==> config.mk <==
export PLATFORM = sky130hd
export DESIGN_NAME = afe_bus_port
export DESIGN_NICKNAME = d
export VERILOG_FILES = /design/src/rtl/afe_pkg.sv /design/src/rtl/afe_bus_port.sv /design/src/rtl/afe_sync.sv
export SDC_FILE = /design/constraint.sdc
export NUM_CORES = 1
export LEC_CHECK = 0
export ABC_AREA = 1
export BUFFER_PORTS_ARGS = -buffer_cell sky130_fd_sc_hd__buf_2
export CORE_UTILIZATION = 53
export CTS_CLUSTER_SIZE = 40
export DETAILED_ROUTE_END_ITERATION = 8
export PLACE_DENSITY = 0.78
export SYNTH_ARGS = -nofsm -noshare
export SYNTH_HDL_FRONTEND = slang
export SYNTH_SLANG_ARGS = --single-unit
export TNS_END_PERCENT = 5
==> constraint.sdc <==
create_clock -name REF_CLK_IN -period 1.6 [get_ports REF_CLK_IN]
set_clock_uncertainty 0.1 [all_clocks]
set_input_delay 0.48 -clock REF_CLK_IN [delete_from_list [all_inputs] [get_ports REF_CLK_IN]]
set_output_delay 0.48 -clock REF_CLK_IN [all_outputs]
set_load 0.02 [all_outputs]
==> src/rtl/afe_pkg.sv <==
package afe_pkg;

  localparam int DATA_W    = 8;
  localparam int RS_W      = 2;
  localparam int NUM_SLOTS = 4;

  // register slots reached through the two register-select lines
  localparam logic [RS_W-1:0] SLOT_ECHO    = 2'h0;
  localparam logic [RS_W-1:0] SLOT_DA      = 2'h1;
  localparam logic [RS_W-1:0] SLOT_CONTROL = 2'h2;
  localparam logic [RS_W-1:0] SLOT_ADDRESS = 2'h3;

  // control bit that steers the auxiliary analog input
  localparam int ROUTE_BIT = 4;

  localparam logic [DATA_W-1:0] REG_RESET = 8'h00;

  // pin levels
  localparam logic RW_WRITE       = 1'b0;
  localparam logic RW_READ        = 1'b1;
  localparam logic CS_LOW_ACTIVE  = 1'b0;
  localparam logic CS_HIGH_ACTIVE = 1'b1;
  localparam logic STROBE_LOW     = 1'b0;
  localparam logic STROBE_HIGH    = 1'b1;

  typedef logic [DATA_W-1:0] afe_byte_type;

  typedef afe_byte_type [NUM_SLOTS-1:0] afe_regs_type;

  typedef struct packed {
    logic              strobe;
    logic              read_not_write;
    logic              chip_select_low_active;
    logic              chip_select_high_active;
    logic [RS_W-1:0]   register_select_lines;
    logic [DATA_W-1:0] data;
  } afe_bus_type;

  localparam int BUS_W = $bits(afe_bus_type);

  typedef enum logic [1:0] {
    RX_IDLE,
    RX_READ,
    RX_WRITE
  } afe_rx_state_type;

endpackage

==> src/rtl/afe_bus_port.sv <==
`timescale 1ns/100ps
`default_nettype none

module afe_bus_port
  import afe_pkg::*;
(
  input  wire logic         REF_CLK_IN,
  input  wire logic         RESETN_IN,
  input  wire afe_bus_type  TX_BUS_IN,
  input  wire afe_bus_type  RX_BUS_IN,
  input  wire afe_byte_type RX_SAMPLE_IN,
  output afe_regs_type      TX_REGS_OUT,
  output logic              TX_WRITE_PULSE_OUT,
  output logic              AUX_TO_ATTENUATOR_OUT,
  output afe_regs_type      RX_REGS_OUT,
  output logic              RX_WRITE_PULSE_OUT,
  output afe_byte_type      RX_DATA_OUT,
  output logic              RX_DATA_OE_OUT
);

  afe_bus_type      tx_bus;
  afe_bus_type      rx_bus;
  logic             tx_strobe_d_r;
  logic             rx_strobe_d_r;
  logic             tx_selected;
  logic             rx_selected;
  logic             tx_strobe_rise;
  logic             rx_strobe_rise;
  logic             tx_write;
  logic             rx_write;
  logic             rx_read_qual;
  afe_regs_type     tx_regs_r;
  afe_regs_type     rx_regs_r;
  afe_byte_type     rx_data_r;
  afe_byte_type     rx_data_nxt;
  afe_rx_state_type rx_state_r;
  afe_rx_state_type rx_state_nxt;
  logic             rx_oe_r;

  // data rides through the same two stages as the strobe, so byte and edge
  // stay aligned; the host must hold data until the clock that first samples the strobe high
  afe_sync #(
    .WIDTH(BUS_W)
  ) u_tx_sync (
    .clk_in    (REF_CLK_IN),
    .resetn_in (RESETN_IN),
    .async_in  (TX_BUS_IN),
    .sync_out  (tx_bus)
  );

  afe_sync #(
    .WIDTH(BUS_W)
  ) u_rx_sync (
    .clk_in    (REF_CLK_IN),
    .resetn_in (RESETN_IN),
    .async_in  (RX_BUS_IN),
    .sync_out  (rx_bus)
  );

  // delayed strobes reset to their idle low level, so leaving reset fakes no edge
  always_ff @(posedge REF_CLK_IN) begin
    if (!RESETN_IN) begin
      tx_strobe_d_r <= STROBE_LOW;
      rx_strobe_d_r <= STROBE_LOW;
    end else begin
      tx_strobe_d_r <= tx_bus.strobe;
      rx_strobe_d_r <= rx_bus.strobe;
    end
  end

  assign tx_selected = (tx_bus.chip_select_low_active == CS_LOW_ACTIVE) &&
                       (tx_bus.chip_select_high_active == CS_HIGH_ACTIVE);
  assign rx_selected = (rx_bus.chip_select_low_active == CS_LOW_ACTIVE) &&
                       (rx_bus.chip_select_high_active == CS_HIGH_ACTIVE);

  assign tx_strobe_rise = (tx_bus.strobe == STROBE_HIGH) &&
                          (tx_strobe_d_r == STROBE_LOW);
  assign rx_strobe_rise = (rx_bus.strobe == STROBE_HIGH) &&
                          (rx_strobe_d_r == STROBE_LOW);

  // read cycles to the transmit side are simply ignored: no driver exists
  assign tx_write = tx_strobe_rise && tx_selected &&
                    (tx_bus.read_not_write == RW_WRITE);

  // transmit registers: slot 0 echo, 1 D/A input, 2 control, 3 address
  always_ff @(posedge REF_CLK_IN) begin
    if (!RESETN_IN) begin
      for (int i = 0; i < NUM_SLOTS; i++) begin
        tx_regs_r[i] <= REG_RESET;
      end
    end else if (tx_write) begin
      tx_regs_r[tx_bus.register_select_lines] <= tx_bus.data;
    end
  end

  // the pulse leaves on the same edge that updates the slot
  always_ff @(posedge REF_CLK_IN) begin
    if (!RESETN_IN) begin
      TX_WRITE_PULSE_OUT <= 1'b0;
    end else begin
      TX_WRITE_PULSE_OUT <= tx_write;
    end
  end

  assign TX_REGS_OUT           = tx_regs_r;
  assign AUX_TO_ATTENUATOR_OUT = tx_regs_r[SLOT_CONTROL][ROUTE_BIT];

  // receive side: the strobe low qualifies a read, its rising edge a write
  assign rx_read_qual = rx_selected &&
                        (rx_bus.read_not_write == RW_READ) &&
                        (rx_bus.strobe == STROBE_LOW);

  // a write must be armed: selected with write direction seen before the strobe rises
  always_comb begin
    rx_state_nxt = rx_state_r;
    case (rx_state_r)
      RX_IDLE: begin
        if (rx_read_qual) begin
          rx_state_nxt = RX_READ;
        end else if (rx_selected && (rx_bus.read_not_write == RW_WRITE)) begin
          rx_state_nxt = RX_WRITE;
        end
      end
      RX_READ: begin
        if (!rx_read_qual) begin
          rx_state_nxt = RX_IDLE;
        end
      end
      RX_WRITE: begin
        if (!rx_selected || (rx_bus.read_not_write == RW_READ)) begin
          rx_state_nxt = RX_IDLE;
        end
      end
      default: begin
        rx_state_nxt = RX_IDLE;
      end
    endcase
  end

  always_ff @(posedge REF_CLK_IN) begin
    if (!RESETN_IN) begin
      rx_state_r <= RX_IDLE;
    end else begin
      rx_state_r <= rx_state_nxt;
    end
  end

  assign rx_write = (rx_state_r == RX_WRITE) && rx_strobe_rise && rx_selected &&
                    (rx_bus.read_not_write == RW_WRITE);

  // limitation: a write to slot 0 is kept, but reads of slot 0 return the live sample
  always_ff @(posedge REF_CLK_IN) begin
    if (!RESETN_IN) begin
      for (int i = 0; i < NUM_SLOTS; i++) begin
        rx_regs_r[i] <= REG_RESET;
      end
    end else if (rx_write) begin
      rx_regs_r[rx_bus.register_select_lines] <= rx_bus.data;
    end
  end

  always_ff @(posedge REF_CLK_IN) begin
    if (!RESETN_IN) begin
      RX_WRITE_PULSE_OUT <= 1'b0;
    end else begin
      RX_WRITE_PULSE_OUT <= rx_write;
    end
  end

  assign RX_REGS_OUT = rx_regs_r;

  // slot 0 reads the live converter sample; the others read back what was written
  always_comb begin
    rx_data_nxt = rx_data_r;
    if (rx_read_qual) begin
      if (rx_bus.register_select_lines == SLOT_ECHO) begin
        rx_data_nxt = RX_SAMPLE_IN;
      end else begin
        rx_data_nxt = rx_regs_r[rx_bus.register_select_lines];
      end
    end
  end

  always_ff @(posedge REF_CLK_IN) begin
    if (!RESETN_IN) begin
      rx_data_r <= REG_RESET;
    end else begin
      rx_data_r <= rx_data_nxt;
    end
  end

  assign RX_DATA_OUT    = rx_data_r;

  // drive only while a qualified read is held, so bus turnaround stays clean;
  // taken from a flop so the pin enable cannot glitch while state bits settle
  always_ff @(posedge REF_CLK_IN) begin
    if (!RESETN_IN) begin
      rx_oe_r <= 1'b0;
    end else begin
      rx_oe_r <= (rx_state_nxt == RX_READ);
    end
  end

  assign RX_DATA_OE_OUT = rx_oe_r;

endmodule

`default_nettype wire

==> src/rtl/afe_sync.sv <==
`timescale 1ns/100ps
`default_nettype none

module afe_sync
  import afe_pkg::*;
#(
  parameter int WIDTH = 1
) (
  input  wire logic             clk_in,
  input  wire logic             resetn_in,
  input  wire logic [WIDTH-1:0] async_in,
  output logic      [WIDTH-1:0] sync_out
);

  logic [WIDTH-1:0] meta_r;

  // the first stage feeds only the second stage
  always_ff @(posedge clk_in) begin
    if (!resetn_in) begin
      meta_r   <= '0;
      sync_out <= '0;
    end else begin
      meta_r   <= async_in;
      sync_out <= meta_r;
    end
  end

endmodule

`default_nettype wire

Word level (Yosys, flattened, before mapping)
Index checks and enable logic that the tools add are counted.
{"block": "word_totals", "regBits": 135, "word_cells": 65}
{"block": "op_classes", "n_lt_le_gt_ge": 4, "n_eq_ne": 3, "mux": 14, "bitwise": 7, "n_reduce_logical": 18}
{"operator": "32-bit bitwise mux", "n": 2}
{"operator": "8-bit demux with 2-bit select", "n": 2}
{"operator": "8-bit two-way mux", "n": 4}
{"operator": "8-bit binary-select mux with 2-bit select", "n": 1}
{"operator": "1-bit logical AND", "n": 14}
{"operator": "2-bit two-way mux", "n": 4}
{"operator": "1-bit inverter", "n": 7}
{"operator": "2-bit by 3-bit < comparator with 1-bit output (second input constant)", "n": 2}
{"operator": "2-bit case mux with 3 select lines", "n": 1}
{"operator": "2-bit by 1-bit == test with 1-bit output (second input constant)", "n": 2}
{"operator": "2-bit by 1-bit greater-or-equal comparator with 1-bit output (second input constant)", "n": 2}
{"operator": "2-bit logical NOT", "n": 2}
{"operator": "2-bit == test (second input constant)", "n": 1}
{"operator": "1-bit logical NOT", "n": 1}
{"operator": "1-bit logical OR", "n": 1}

Logic depth before layout (Yosys ltp)
Gate-level depths: netlist of run 1.
{"block": "depth", "ltp_word": 7, "mapped_depth": 8, "ltp_nobuf": 7}

Cells and area by module
From an unflattened synthesis of run 1, not the netlist that was laid out.
{"block": "hier_totals", "hier_cells": 665, "hier_area_um2": 5031.1}
{"module": "afe_bus_port", "n_inst": 1, "cells_per_inst": 491, "area_each_um2": 3422.0, "seq_area_each_um2": 1581.5}
{"module": "afe_sync", "n_inst": 2, "cells_per_inst": 87, "area_each_um2": 804.5, "seq_area_each_um2": 560.5}

Worst setup path before layout of run 1
Ideal clock, no wire load.
{"block": "synth_timing", "path_kind": "input -> register", "from": "input port RESETN_IN", "to": "register u_rx_sync.meta_r[11]", "t_arrival_ns": 1.206, "required_time_ns": 1.443, "path_slack_ns": 0.237, "stages": 5, "cell_sequence": "buf_2 buf_2 buf_1 nand2_1 inv_1"}
{"element": "from (decl)", "line_no": "afe_bus_port.sv:8", "rtl": "input wire logic RESETN_IN,"}
{"element": "to (signal assigned)", "line_no": "afe_sync.sv:23", "rtl": "meta_r <= async_in;"}
{"element": "to (decl)", "line_no": "afe_sync.sv:15", "rtl": "logic [WIDTH-1:0] meta_r;"}
No word-level cell between the ends.

Worst setup path in the final report of run 1
{"block": "layout_timing", "from": "register tx_regs_r (netlist bit AUX_TO_ATTENUATOR_OUT)", "to": "output port TX_REGS_OUT[20] in the netlist's numbering"}
{"element": "from (decl)", "line_no": "afe_bus_port.sv:32", "rtl": "afe_regs_type tx_regs_r;"}
{"element": "from (signal, indexed assignment)", "line_no": "afe_bus_port.sv:92", "rtl": "tx_regs_r[tx_bus.register_select_lines] <= tx_bus.data;"}
{"element": "to (decl)", "line_no": "afe_bus_port.sv:12", "rtl": "output afe_regs_type TX_REGS_OUT,"}
No word-level cell between the ends.

==> results of run 1 <==
-- how the worst max path moves through the flow --
stage | cells past startpoint | to | slack (ns) | from
finish | 1 | TX_REGS_OUT[20] | -0.01 | AUX_TO_ATTENUATOR_OUT$_SDFFE_PN0P_
global route | 1 | TX_REGS_OUT[20] | -0.04 | AUX_TO_ATTENUATOR_OUT$_SDFFE_PN0P_
CTS | 1 | RX_REGS_OUT[16] | -0.02 | RX_REGS_OUT[16]$_SDFFE_PN0P_
detailed placement | 5 | RX_DATA_OUT[3]$_SDFFE_PN0N_ | 0.12 | u_rx_sync.sync_out[8]$_SDFF_PN0_
global placement | 5 | RX_DATA_OUT[3]$_SDFFE_PN0N_ | 0.18 | u_rx_sync.sync_out[8]$_SDFF_PN0_
floorplan | 5 | u_rx_sync.meta_r[11]$_SDFF_PN0_ | 0.24 | RESETN_IN
-- metrics by stage --
| step | area [sq um] | TNS, ns | cells |
|---|---|---|---|
| after floorplan | 5030 | 0 | 674 |
| after global placement | 5710 | 0 | 880 |
| after detailed placement | 5710 | 0 | 880 |
| after CTS | 6460 | -0.0673 | 913 |
| after global routing | 6630 | -0.0992 | 913 |
| final | 6630 | -0.0168 | 913 |
-- repair_timing --
| item | in CTS | in global routing |
|---|---|---|
| endpoints found under the hold margin | 0 | 0 |
| pin swaps | 0 | 0 |
| gates resized for setup | 81 | 69 |
| endpoints found under the setup margin | 49 | 61 |
| buffers inserted | 1 | 0 |
-- synthesized netlist by cell type --
cell type and number:
nor2_2 6, buf_4 3, nor2_1 79, clkinv_1 2, nand3_1 13, inv_2 4, or2_2 2, inv_1 112
and3_1 1, buf_6 3, buf_2 12, nand3_4 2, dfxtp_1 135, nor2_8 1, buf_1 3, o21bai_1 1
nand2_2 2, nor2_4 2, nand2_1 208, nand3_2 2, clkbuf_1 6, nor3_1 3, nand4_1 32, a21oi_1 40
-- power breakdown --
group	leakage [nW]	switching [W]	internal (W)
sequential	1.13	0.0000497	0.00343
clock	0.278	0.00145	0.00222
combinational	2.14	0.000170	0.000106
total	3.54	0.00168	0.00575
-- logic make-up (layout without fill, tap and decap cells) --
logic type,Yosys count,count (layout)
compound gates,41,41
buf+inv,145,273
flops,135,135
simple gates,353,353
-- state kept, by name (all words and copies together) (netlist names), 2 cells and up --
signal	count
RX_DATA_OUT	8
u_tx_sync.meta_r	14
TX_REGS_OUT	31
u_tx_sync.sync_out	14
u_rx_sync.meta_r	14
rx_state_r	2
u_rx_sync.sync_out	14
RX_REGS_OUT	32
-- layer usage --
layer / part of all wire / global-route usage / vias up
met5: 0 / 0 / -
met4: 0.016 / 0.0939 / 0
met3: 0.066 / 0.0534 / 20
met2: 0.47 / 0.380 / 183
met1: 0.44 / 0.303 / 1968
li1: - / - / 2267
-- layout make-up --
cell class,instances,area (sq um)
Multi-Input combinational cell,394,1740
Clock inverter,15,153
Timing Repair Buffer,123,955
Fill cell,693,2570
Sequential cell,135,2780
Inverter,118,443
Tap cell,111,139
Clock buffer,17,414
==> out/metrics.yaml, run 1 <==
ys_seq_area_frac: 0.538
grt_overflow: 0
hold_path_depth: 3
fmax_mhz: 621
cp_max_fo: 3
max-cap-violations: 0
min_period_over_period: 1.01
whs_endpoint: "u_tx_sync.meta_r[6]$_SDFF_PN0_"
cp_cell_sequence: "buf_2"
drt_wl_total_mm: 11.3
antenna_found_initial: 0
htree_levels: 4
crit_type: "register to primary output"
cts_tree: "done"
start_util: 0.547
end_kind: "primary output"
clock_latency_ns: 0.51
max_slew_margin: 0.773
p_total_w: 0.00743
synth_top_cell_by_area: "dfxtp_1"
rsz0062_at_grt: "true"
grt_first_pass_wirelength_mm: 18.4
status: "finished with violations"
pre_cts_ws_ns: 0.124
peakVddDrop_uv: 656
p_per_area_nw_per_um2: 1120
synth_area_sq_um: 5030
cts_buffers: 17
drc: 0
synth-xor-area-share: 0
syn_inst: 674
io_buffers: 113
cts_buffer_depth: 2
layout_commonest_cell: "nand2_1"
cts_sinks: 135
diodes: 0
ys_seq_elements: 135
path_delay_family: "flip-flops"
synth_simple_gate_area_frac: 0.303
p_leak_nw: 3.54
setup_slack_ns: -0.0102
synth_mux_area_frac: 0
final_antenna_net_count: 0
area_delta_synth_final_pct: 31.8
die-area_sq_um: 9880
grt_usage: 0.234
worst_pin_slew_ns: 0.340
post-route-util: 0.721
clk_pin_slew_ns: 0.06
dr.pass1.iters: 4
cp_data_arrival_time_ns: 1.03
grt_pass1_vias: 4067
yosys_warnings: 0
syn_avg_cell_area_sq_um: 7.46
via_per_inst: 4.86
place_congestion: 0.841
core_area_sq_um: 9200
finalCriticalPeriod_ns: 1.61
cp.required_ns: 1.02
hpwl_mm: 7.47
rr_endpoint: "RX_REGS_OUT[5]$_SDFFE_PN0P_"
whs_ns: 0.0461
hp-class: "input pin to register"
start_kind: "register"
drive_above_1_share: 0.288
critPathBufInv: 1
synth_fa_ha_area_frac: 0
synth_nets: 712
reg2reg_from: "u_rx_sync.sync_out[13]$_SDFF_PN0_"
nets: 827
slowest_delay_ns: 0.35
die_y_um: 99.4
finalHoldViolCount: 0
min_from: "TX_BUS_IN[6]"
drtIter0Drc: 202
synth_top_family_by_area: "simple AND/OR/NAND/NOR gates"
synth_cell_types: 24
io_pins: 114
synth-compound-area-share: 0.0413
clockRootBuffer: "clkbuf_8"
vias: 4438
yosysTopAreaCellShare: 0.538
hold_buffers: 0
cp_slowest_cell: "dfxtp_1"
reg2reg_depth: 6
violations: "negative setup slack"
wl_per_cell_um: 12.4
synthTopCellsByArea: "dfxtp_1 54%, nand2_1 16%, inv_1 8.4%"
row_count: 35
grt_start_max_net_pins: 52
drv_slew: 0
die_w_um: 99.4
reg2reg_slack_ns: 0.07
layout_common_cells: "208 x nand2_1, 112 x inv_1, 81 x dfxtp_1"
finalSetupViolCount: 2
Note: power is estimated with default switching activity, not from simulation.
==> run 2: changes to the inputs <==
--- a/config.mk
+++ b/config.mk
@@ -6,11 +6,11 @@
 export NUM_CORES = 1
 export LEC_CHECK = 0
 export ABC_AREA = 1
-export BUFFER_PORTS_ARGS = -buffer_cell sky130_fd_sc_hd__buf_2
-export CORE_UTILIZATION = 53
+export CORE_UTILIZATION = 60
 export CTS_CLUSTER_SIZE = 40
 export DETAILED_ROUTE_END_ITERATION = 8
-export PLACE_DENSITY = 0.78
+export DONT_BUFFER_PORTS = 1
+export PLACE_DENSITY = 0.76
 export SYNTH_ARGS = -nofsm -noshare
 export SYNTH_HDL_FRONTEND = slang
 export SYNTH_SLANG_ARGS = --single-unit
==> run 2 against run 1 <==
Setup slack gained 0.038 ns. Utilization rose by 6.9 points. Clock-buffer cell count is 1 higher. The flow now finishes without violations. Maximum frequency is 2.4% higher. Highest routed layer unchanged. Die area decreased by 11%. Final cell count shrank 5.6%. Power rose by 4.3%. Combinational power grew 25%. Non-clock buffer count down 43. Critical endpoint is now RX_REGS_OUT[14]. Worst hold slack worse by 0.041 ns. Register-to-register slack about the same. Via count is 2.4% lower.
==> out/metrics.yaml, run 2 (synthesis results as in run 1) <==
io_buffers: 0  # -100%
regArea_sq_um: 2730  # -1.7%
cts_sinks: 135  # unchanged
grt.busiest_layer: "met2"
start_util: 0.615  # +0.0683
finalHoldViolCount: 0  # unchanged
peakVddDrop_uv: 854  # +30%
fmax_mhz: 636  # +2.4%
use_met2: 0.480  # +0.100
finalCriticalPeriod_ns: 1.57  # -0.0377 ns
layout_commonest_cell: "nand2_1"
cts_buffer_depth: 2  # unchanged
row_count: 33  # -5.7%
multiInputGateArea_sq_um: 1740  # -0.29%
largest_reg_flops: 32  # unchanged
grt_pass1_vias: 4124  # +1.4%
clockRootBuffer: "clkbuf_8"
area_delta_synth_final_pct: 28.5
antenna_found_initial: 0  # unchanged
use_met3: 0.0959  # +0.0425
p_comb_frac: 0.045  # +0.008
via_per_inst: 5.03  # +3.4%
p_sw_w: 0.00162  # -3.2%
design_area_sq_um: 6460  # -2.5%
drc: 0  # unchanged
drt_wl_total_mm: 12.4  # +9.8%
dpl_cell_area_sq_um: 5090  # -11%
crit_type: "register to primary output"
max-cap-violations: 0  # unchanged
cp.required_ns: 1.02  # about the same
drv_slew: 0  # unchanged
pre_cts_ws_ns: 0.143  # +0.0193 ns
start_kind: "register"
fillers: 527  # -24%
nets: 784  # -5.2%
cp_data_arrival_time_ns: 0.99  # -0.04 ns
final_antenna_net_count: 0  # unchanged
wl_per_cell_um: 14.4  # +16%
hp-class: "input pin to register"
pwr-share-clk: 0.505  # +0.010
cts_buffers: 17  # unchanged
drive_above_1_share: 0.111  # -0.177
io_pins: 114  # unchanged
die-area_sq_um: 8750  # -11%
grt_start_max_net_pins: 53  # +1.9%
grt_usage: 0.291  # +0.0563
clk_pin_slew_ns: 0.06  # about the same
fin_tns_setup_ns: 0  # +0.0168 ns
clock_latency_ns: 0.52  # about the same
postCtsSetupBuffers: 0  # -1
htree_levels: 4  # unchanged
grt_first_pass_wirelength_mm: 19.2  # +4.3%
place_congestion: 0.811  # -3.6%
layout_common_cells: "208 x nand2_1, 112 x inv_1, 110 x dfxtp_1"
die_w_um: 93.5  # -5.9%
p_per_area_nw_per_um2: 1200  # +7.0%
dp.cells: 760  # -14%
diodes: 0  # unchanged
vias: 4333  # -2.4%
swShare: 0.209  # -0.0161
cp_max_fo: 2  # -1
post-route-util: 0.790  # +0.0693
die_y_um: 93.5  # -5.9%
use_met1: 0.339  # +0.0352
status: "completed"
end_kind: "primary output"
drtIter0Drc: 247  # +22%
seqPwrFrac: 0.450  # -0.018
setup_slack_ns: 0.0275  # +0.0377 ns
fin_cells: 862  # -5.6%
hpwl_mm: 6.70  # -10%
finalSetupViolCount: 0  # -2
min_period_over_period: 0.983  # -0.0236
p_leak_nw: 3.18  # -10%
grt_overflow: 0  # unchanged
max_slew_margin: 0.785  # +0.0117
worst_pin_slew_ns: 0.323  # -0.0172 ns
p_int_w: 0.00612  # +6.4%
cts_tree: "done"
dr.pass1.iters: 6  # +2
core_area_sq_um: 8180  # -11%
[run 2: cell count changes in the layout (fill, tap and decap cells not counted), sizes merged]
cell,change
clkinvlp,-1
inv,-2
clkinv,-2
buf,-114
clkbuf,+1
bufinv,+2
dlygate4sd3,+71
[run 2: area by class of cell]
| class | instances | share of cell area |
|---|---|---|
| Timing Repair Buffer | 80 | 0.126 |
| Inverter | 118 | 0.0686 |
| Tap cell | 105 | 0.0203 |
| Sequential cell | 135 | 0.423 |
| Clock inverter | 12 | 0.0275 |
| Multi-Input combinational cell | 394 | 0.269 |
| Clock buffer | 18 | 0.0647 |
[run 2: power by group through the flow]
stage	Clock (W)	Sequential, W	Combinational, W
after floorplan	0	0.00354	0.000167
after global placement	0	0.00356	0.000168
after detailed placement	0	0.00356	0.000173
after CTS	0.00393	0.00349	0.000324
after global routing	0.00413	0.00349	0.000377
final	0.00391	0.00349	0.000346
[run 2: layer usage]
metal  part of all wire  wire length [um]
met1               0.41              5130
met4              0.030               369
met3              0.072               887
met5                  0                 0
met2               0.48              6010
[run 2: worst register-to-register path, delay by kind of cell (launching register included)]
family,cells,cell delay [ns]
simple gates,6,1.00
flops,1,0.35
[run 2: worst paths after layout]
path	startpoint	to	slack [ns]	depth (start not counted)
hold / removal	RESETN_IN	RX_REGS_OUT[10]$_SDFFE_PN0P_	0.005	2
setup / recovery	RX_REGS_OUT[14]$_SDFFE_PN0P_	RX_REGS_OUT[14]	0.03	0
hold reg to reg	u_tx_sync.meta_r[8]$_SDFF_PN0_	u_tx_sync.sync_out[8]$_SDFF_PN0_	0.32	2
setup reg to reg	rx_state_r[1]$_SDFF_PN0_	RX_REGS_OUT[3]$_SDFFE_PN0P_	0.08	6
[run 2: metrics by stage]
step                      hold WS [ns]  total power (W)
final                          0.00466          0.00774
after global routing          -0.00306          0.00800
after CTS                      0.00319          0.00774
after detailed placement         0.296          0.00373
after global placement           0.296          0.00372
after floorplan                  0.286          0.00371
[run 2: timing repair]
item                                    4_1_cts  5_1_grt
endpoints found under the hold margin        93        2
endpoints found under the setup margin        7       24
gates resized for setup                       6       20
hold buffers                                 71        1
==> run 3: changes to the inputs <==
==> constraint.sdc (replaced) <==
create_clock -name REF_CLK_IN -period 1.6 [get_ports REF_CLK_IN]
set_clock_uncertainty 0.1 [all_clocks]
set_input_delay 0.32 -clock REF_CLK_IN [delete_from_list [all_inputs] [get_ports REF_CLK_IN]]
set_output_delay 0.32 -clock REF_CLK_IN [all_outputs]
set_load 0.02 [all_outputs]
==> run 3 against run 2 <==
Routed wire length fell by 7.6%. Via count fell by 2.4%. Clock power fell by 2%. Sequential power barely moved. Global-route usage fell by 1.9 points. Design area fell by 0.46%. Critical path type is now register to register. Largest cell class unchanged.
==> out/metrics.yaml, run 3 (synthesis results as in run 1) <==
p_leak_nw: 3.17  # -0.13%
cts_buffers: 17  # unchanged
rr_endpoint: "RX_REGS_OUT[12]$_SDFFE_PN0P_"
max_slew_margin: 0.725  # -0.0601
met3_length_um: 864  # -2.6%
pre_cts_ws_ns: 0.117  # -0.0266 ns
cp_max_fo: 16  # +14
drtIter0Drc: 253  # +2.4%
grt_pass1_vias: 3960  # -4.0%
cts_buffer_depth: 2  # unchanged
whs_ns: 0.0630  # +0.0583 ns
finalHoldViolCount: 0  # unchanged
dr.pass1.iters: 5  # -1
worst_pin_slew_ns: 0.412  # +0.0896 ns
core_area_sq_um: 8180  # unchanged
reg2reg_from: "u_rx_sync.sync_out[13]$_SDFF_PN0_"
cts_sinks: 135  # unchanged
finalSetupViolCount: 0  # unchanged
drv_slew: 0  # unchanged
dpl_cell_area_sq_um: 5090  # unchanged
antenna_found_initial: 0  # unchanged
nets: 785  # +0.13%
start_kind: "register"
wl_met1_mm: 5.05  # -1.5%
end_kind: "register"
drt_wl_total_mm: 11.5  # -7.6%
hp-class: "input pin to register"
fillers: 532  # +0.95%
cts_resized: 0  # -6
wl_met2_mm: 5.37  # -11%
grt_overflow: 0  # unchanged
drc: 0  # unchanged
layout_commonest_cell: "nand2_1"
peakVddDrop_uv: 768  # -10%
die_w_um: 93.5  # unchanged
reg2reg_depth: 6  # unchanged
die_y_um: 93.5  # unchanged
highest_layer: "met4"
cts_tree: "done"
p_total_w: 0.00766  # -1.1%
drive_above_1_share: 0.0789  # -0.0320
cp_cell_sequence: "nand2_1, nor2_4, nand3_2, nand2_1, nand2_1, nor2_1"
layout_common_cells: "208 x nand2_1, 135 x dfxtp_1, 112 x inv_1"
setup_slack_ns: 0.0824  # +0.0549 ns
postCtsSetupBuffers: 0  # unchanged
diodes: 0  # unchanged
largest_reg_flops: 32  # unchanged
crit_path_end: "RX_REGS_OUT[12]$_SDFFE_PN0P_"
grt_usage: 0.272  # -0.0186
vias: 4227  # -2.4%
hpwl_mm: 6.71  # +0.24%
cp.required_ns: 1.95  # +0.93 ns
cp_slowest_cell: "dfxtp_1"
area_delta_synth_final_pct: 27.9
crit_type: "register to register"
status: "completed"
wl_per_cell_um: 13.2  # -7.9%
dp.cells: 760  # unchanged
reg2reg_slack_ns: 0.08  # about the same
place_congestion: 0.814  # +0.46%
startpoint: "u_rx_sync.sync_out[13]$_SDFF_PN0_"
rsz0062_at_grt: "true"
htree_levels: 4  # unchanged
via_per_inst: 4.89  # -2.8%
io_buffers: 0  # unchanged
max-cap-violations: 0  # unchanged
final_antenna_net_count: 0  # unchanged
min_period_over_period: 0.948  # -0.0343
clockRootBuffer: "clkbuf_8"
slowest_delay_ns: 0.36
grt_start_max_net_pins: 65  # +23%
row_count: 33  # unchanged
p_per_area_nw_per_um2: 1190  # -0.66%
cp_common_cell: "nand2_1"
die-area_sq_um: 8750  # unchanged
grt_first_pass_wirelength_mm: 18.3  # -4.8%
cp_data_arrival_time_ns: 1.86  # +0.87 ns
clock_latency_ns: 0.51  # about the same
clk_pin_slew_ns: 0.06  # about the same
start_util: 0.615  # unchanged
io_pins: 114  # unchanged
fin_cells: 865  # +0.35%
design_area_sq_um: 6430  # -0.46%
fmax_mhz: 659  # +3.6%
finalCriticalPeriod_ns: 1.52  # -0.0549 ns
run 3: where the power goes:
group,internal [W],switching [W]
combinational,0.000178,0.000165
clock,0.00241,0.00141
sequential,0.00343,0.0000540
total,0.00602,0.00163
run 3: cell type report:
cell class,count,area (sq um),share of cell area
Clock buffer,20,435,0.0677
Multi-Input combinational cell,394,1730,0.269
Clock inverter,12,151,0.0235
Inverter,118,443,0.0689
Sequential cell,135,2700,0.420
Tap cell,105,131,0.0204
Timing Repair Buffer,81,833,0.130
run 3: how the worst min path moves through the flow:
stage                                               from                           endpoint  slack [ns]  cells after the start
final                                          RESETN_IN   u_tx_sync.sync_out[1]$_SDFF_PN0_        0.06                      3
after global routing                           RESETN_IN       RX_REGS_OUT[27]$_SDFFE_PN0P_        0.08                      3
after floorplan           u_tx_sync.meta_r[8]$_SDFF_PN0_   u_tx_sync.sync_out[8]$_SDFF_PN0_        0.29                      2
after detailed placement  u_rx_sync.meta_r[4]$_SDFF_PN0_   u_rx_sync.sync_out[4]$_SDFF_PN0_        0.30                      2
after global placement    u_rx_sync.meta_r[5]$_SDFF_PN0_   u_rx_sync.sync_out[5]$_SDFF_PN0_        0.30                      2
after CTS                                      RESETN_IN  u_rx_sync.sync_out[11]$_SDFF_PN0_        0.05                      3
run 3: layer usage:
layer,vias to the layer above,global-route usage
met5,-,0
met1,1895,0.333
met3,18,0.0854
met2,142,0.439
li1,2172,-
met4,0,0.118
run 3: critical path, delay by kind of cell (launching register included):
family	cells	cell delay [ns]
simple gates	6	0.99
flops	1	0.36
run 3: through the flow:
stage          setup TNS [ns]   util
3_5_place_dp                0  0.623
5_1_grt               -0.0620  0.786
2_1_floorplan               0      -
4_1_cts                     0  0.786
6_report                    0  0.786
3_3_place_gp                0  0.623
run 3: what timing repair did:
| action | in CTS | in global routing |
|---|---|---|
| setup endpoints to repair | 0 | 5 |
| hold buffers | 73 | 0 |
| endpoints found under the hold margin | 102 | 0 |
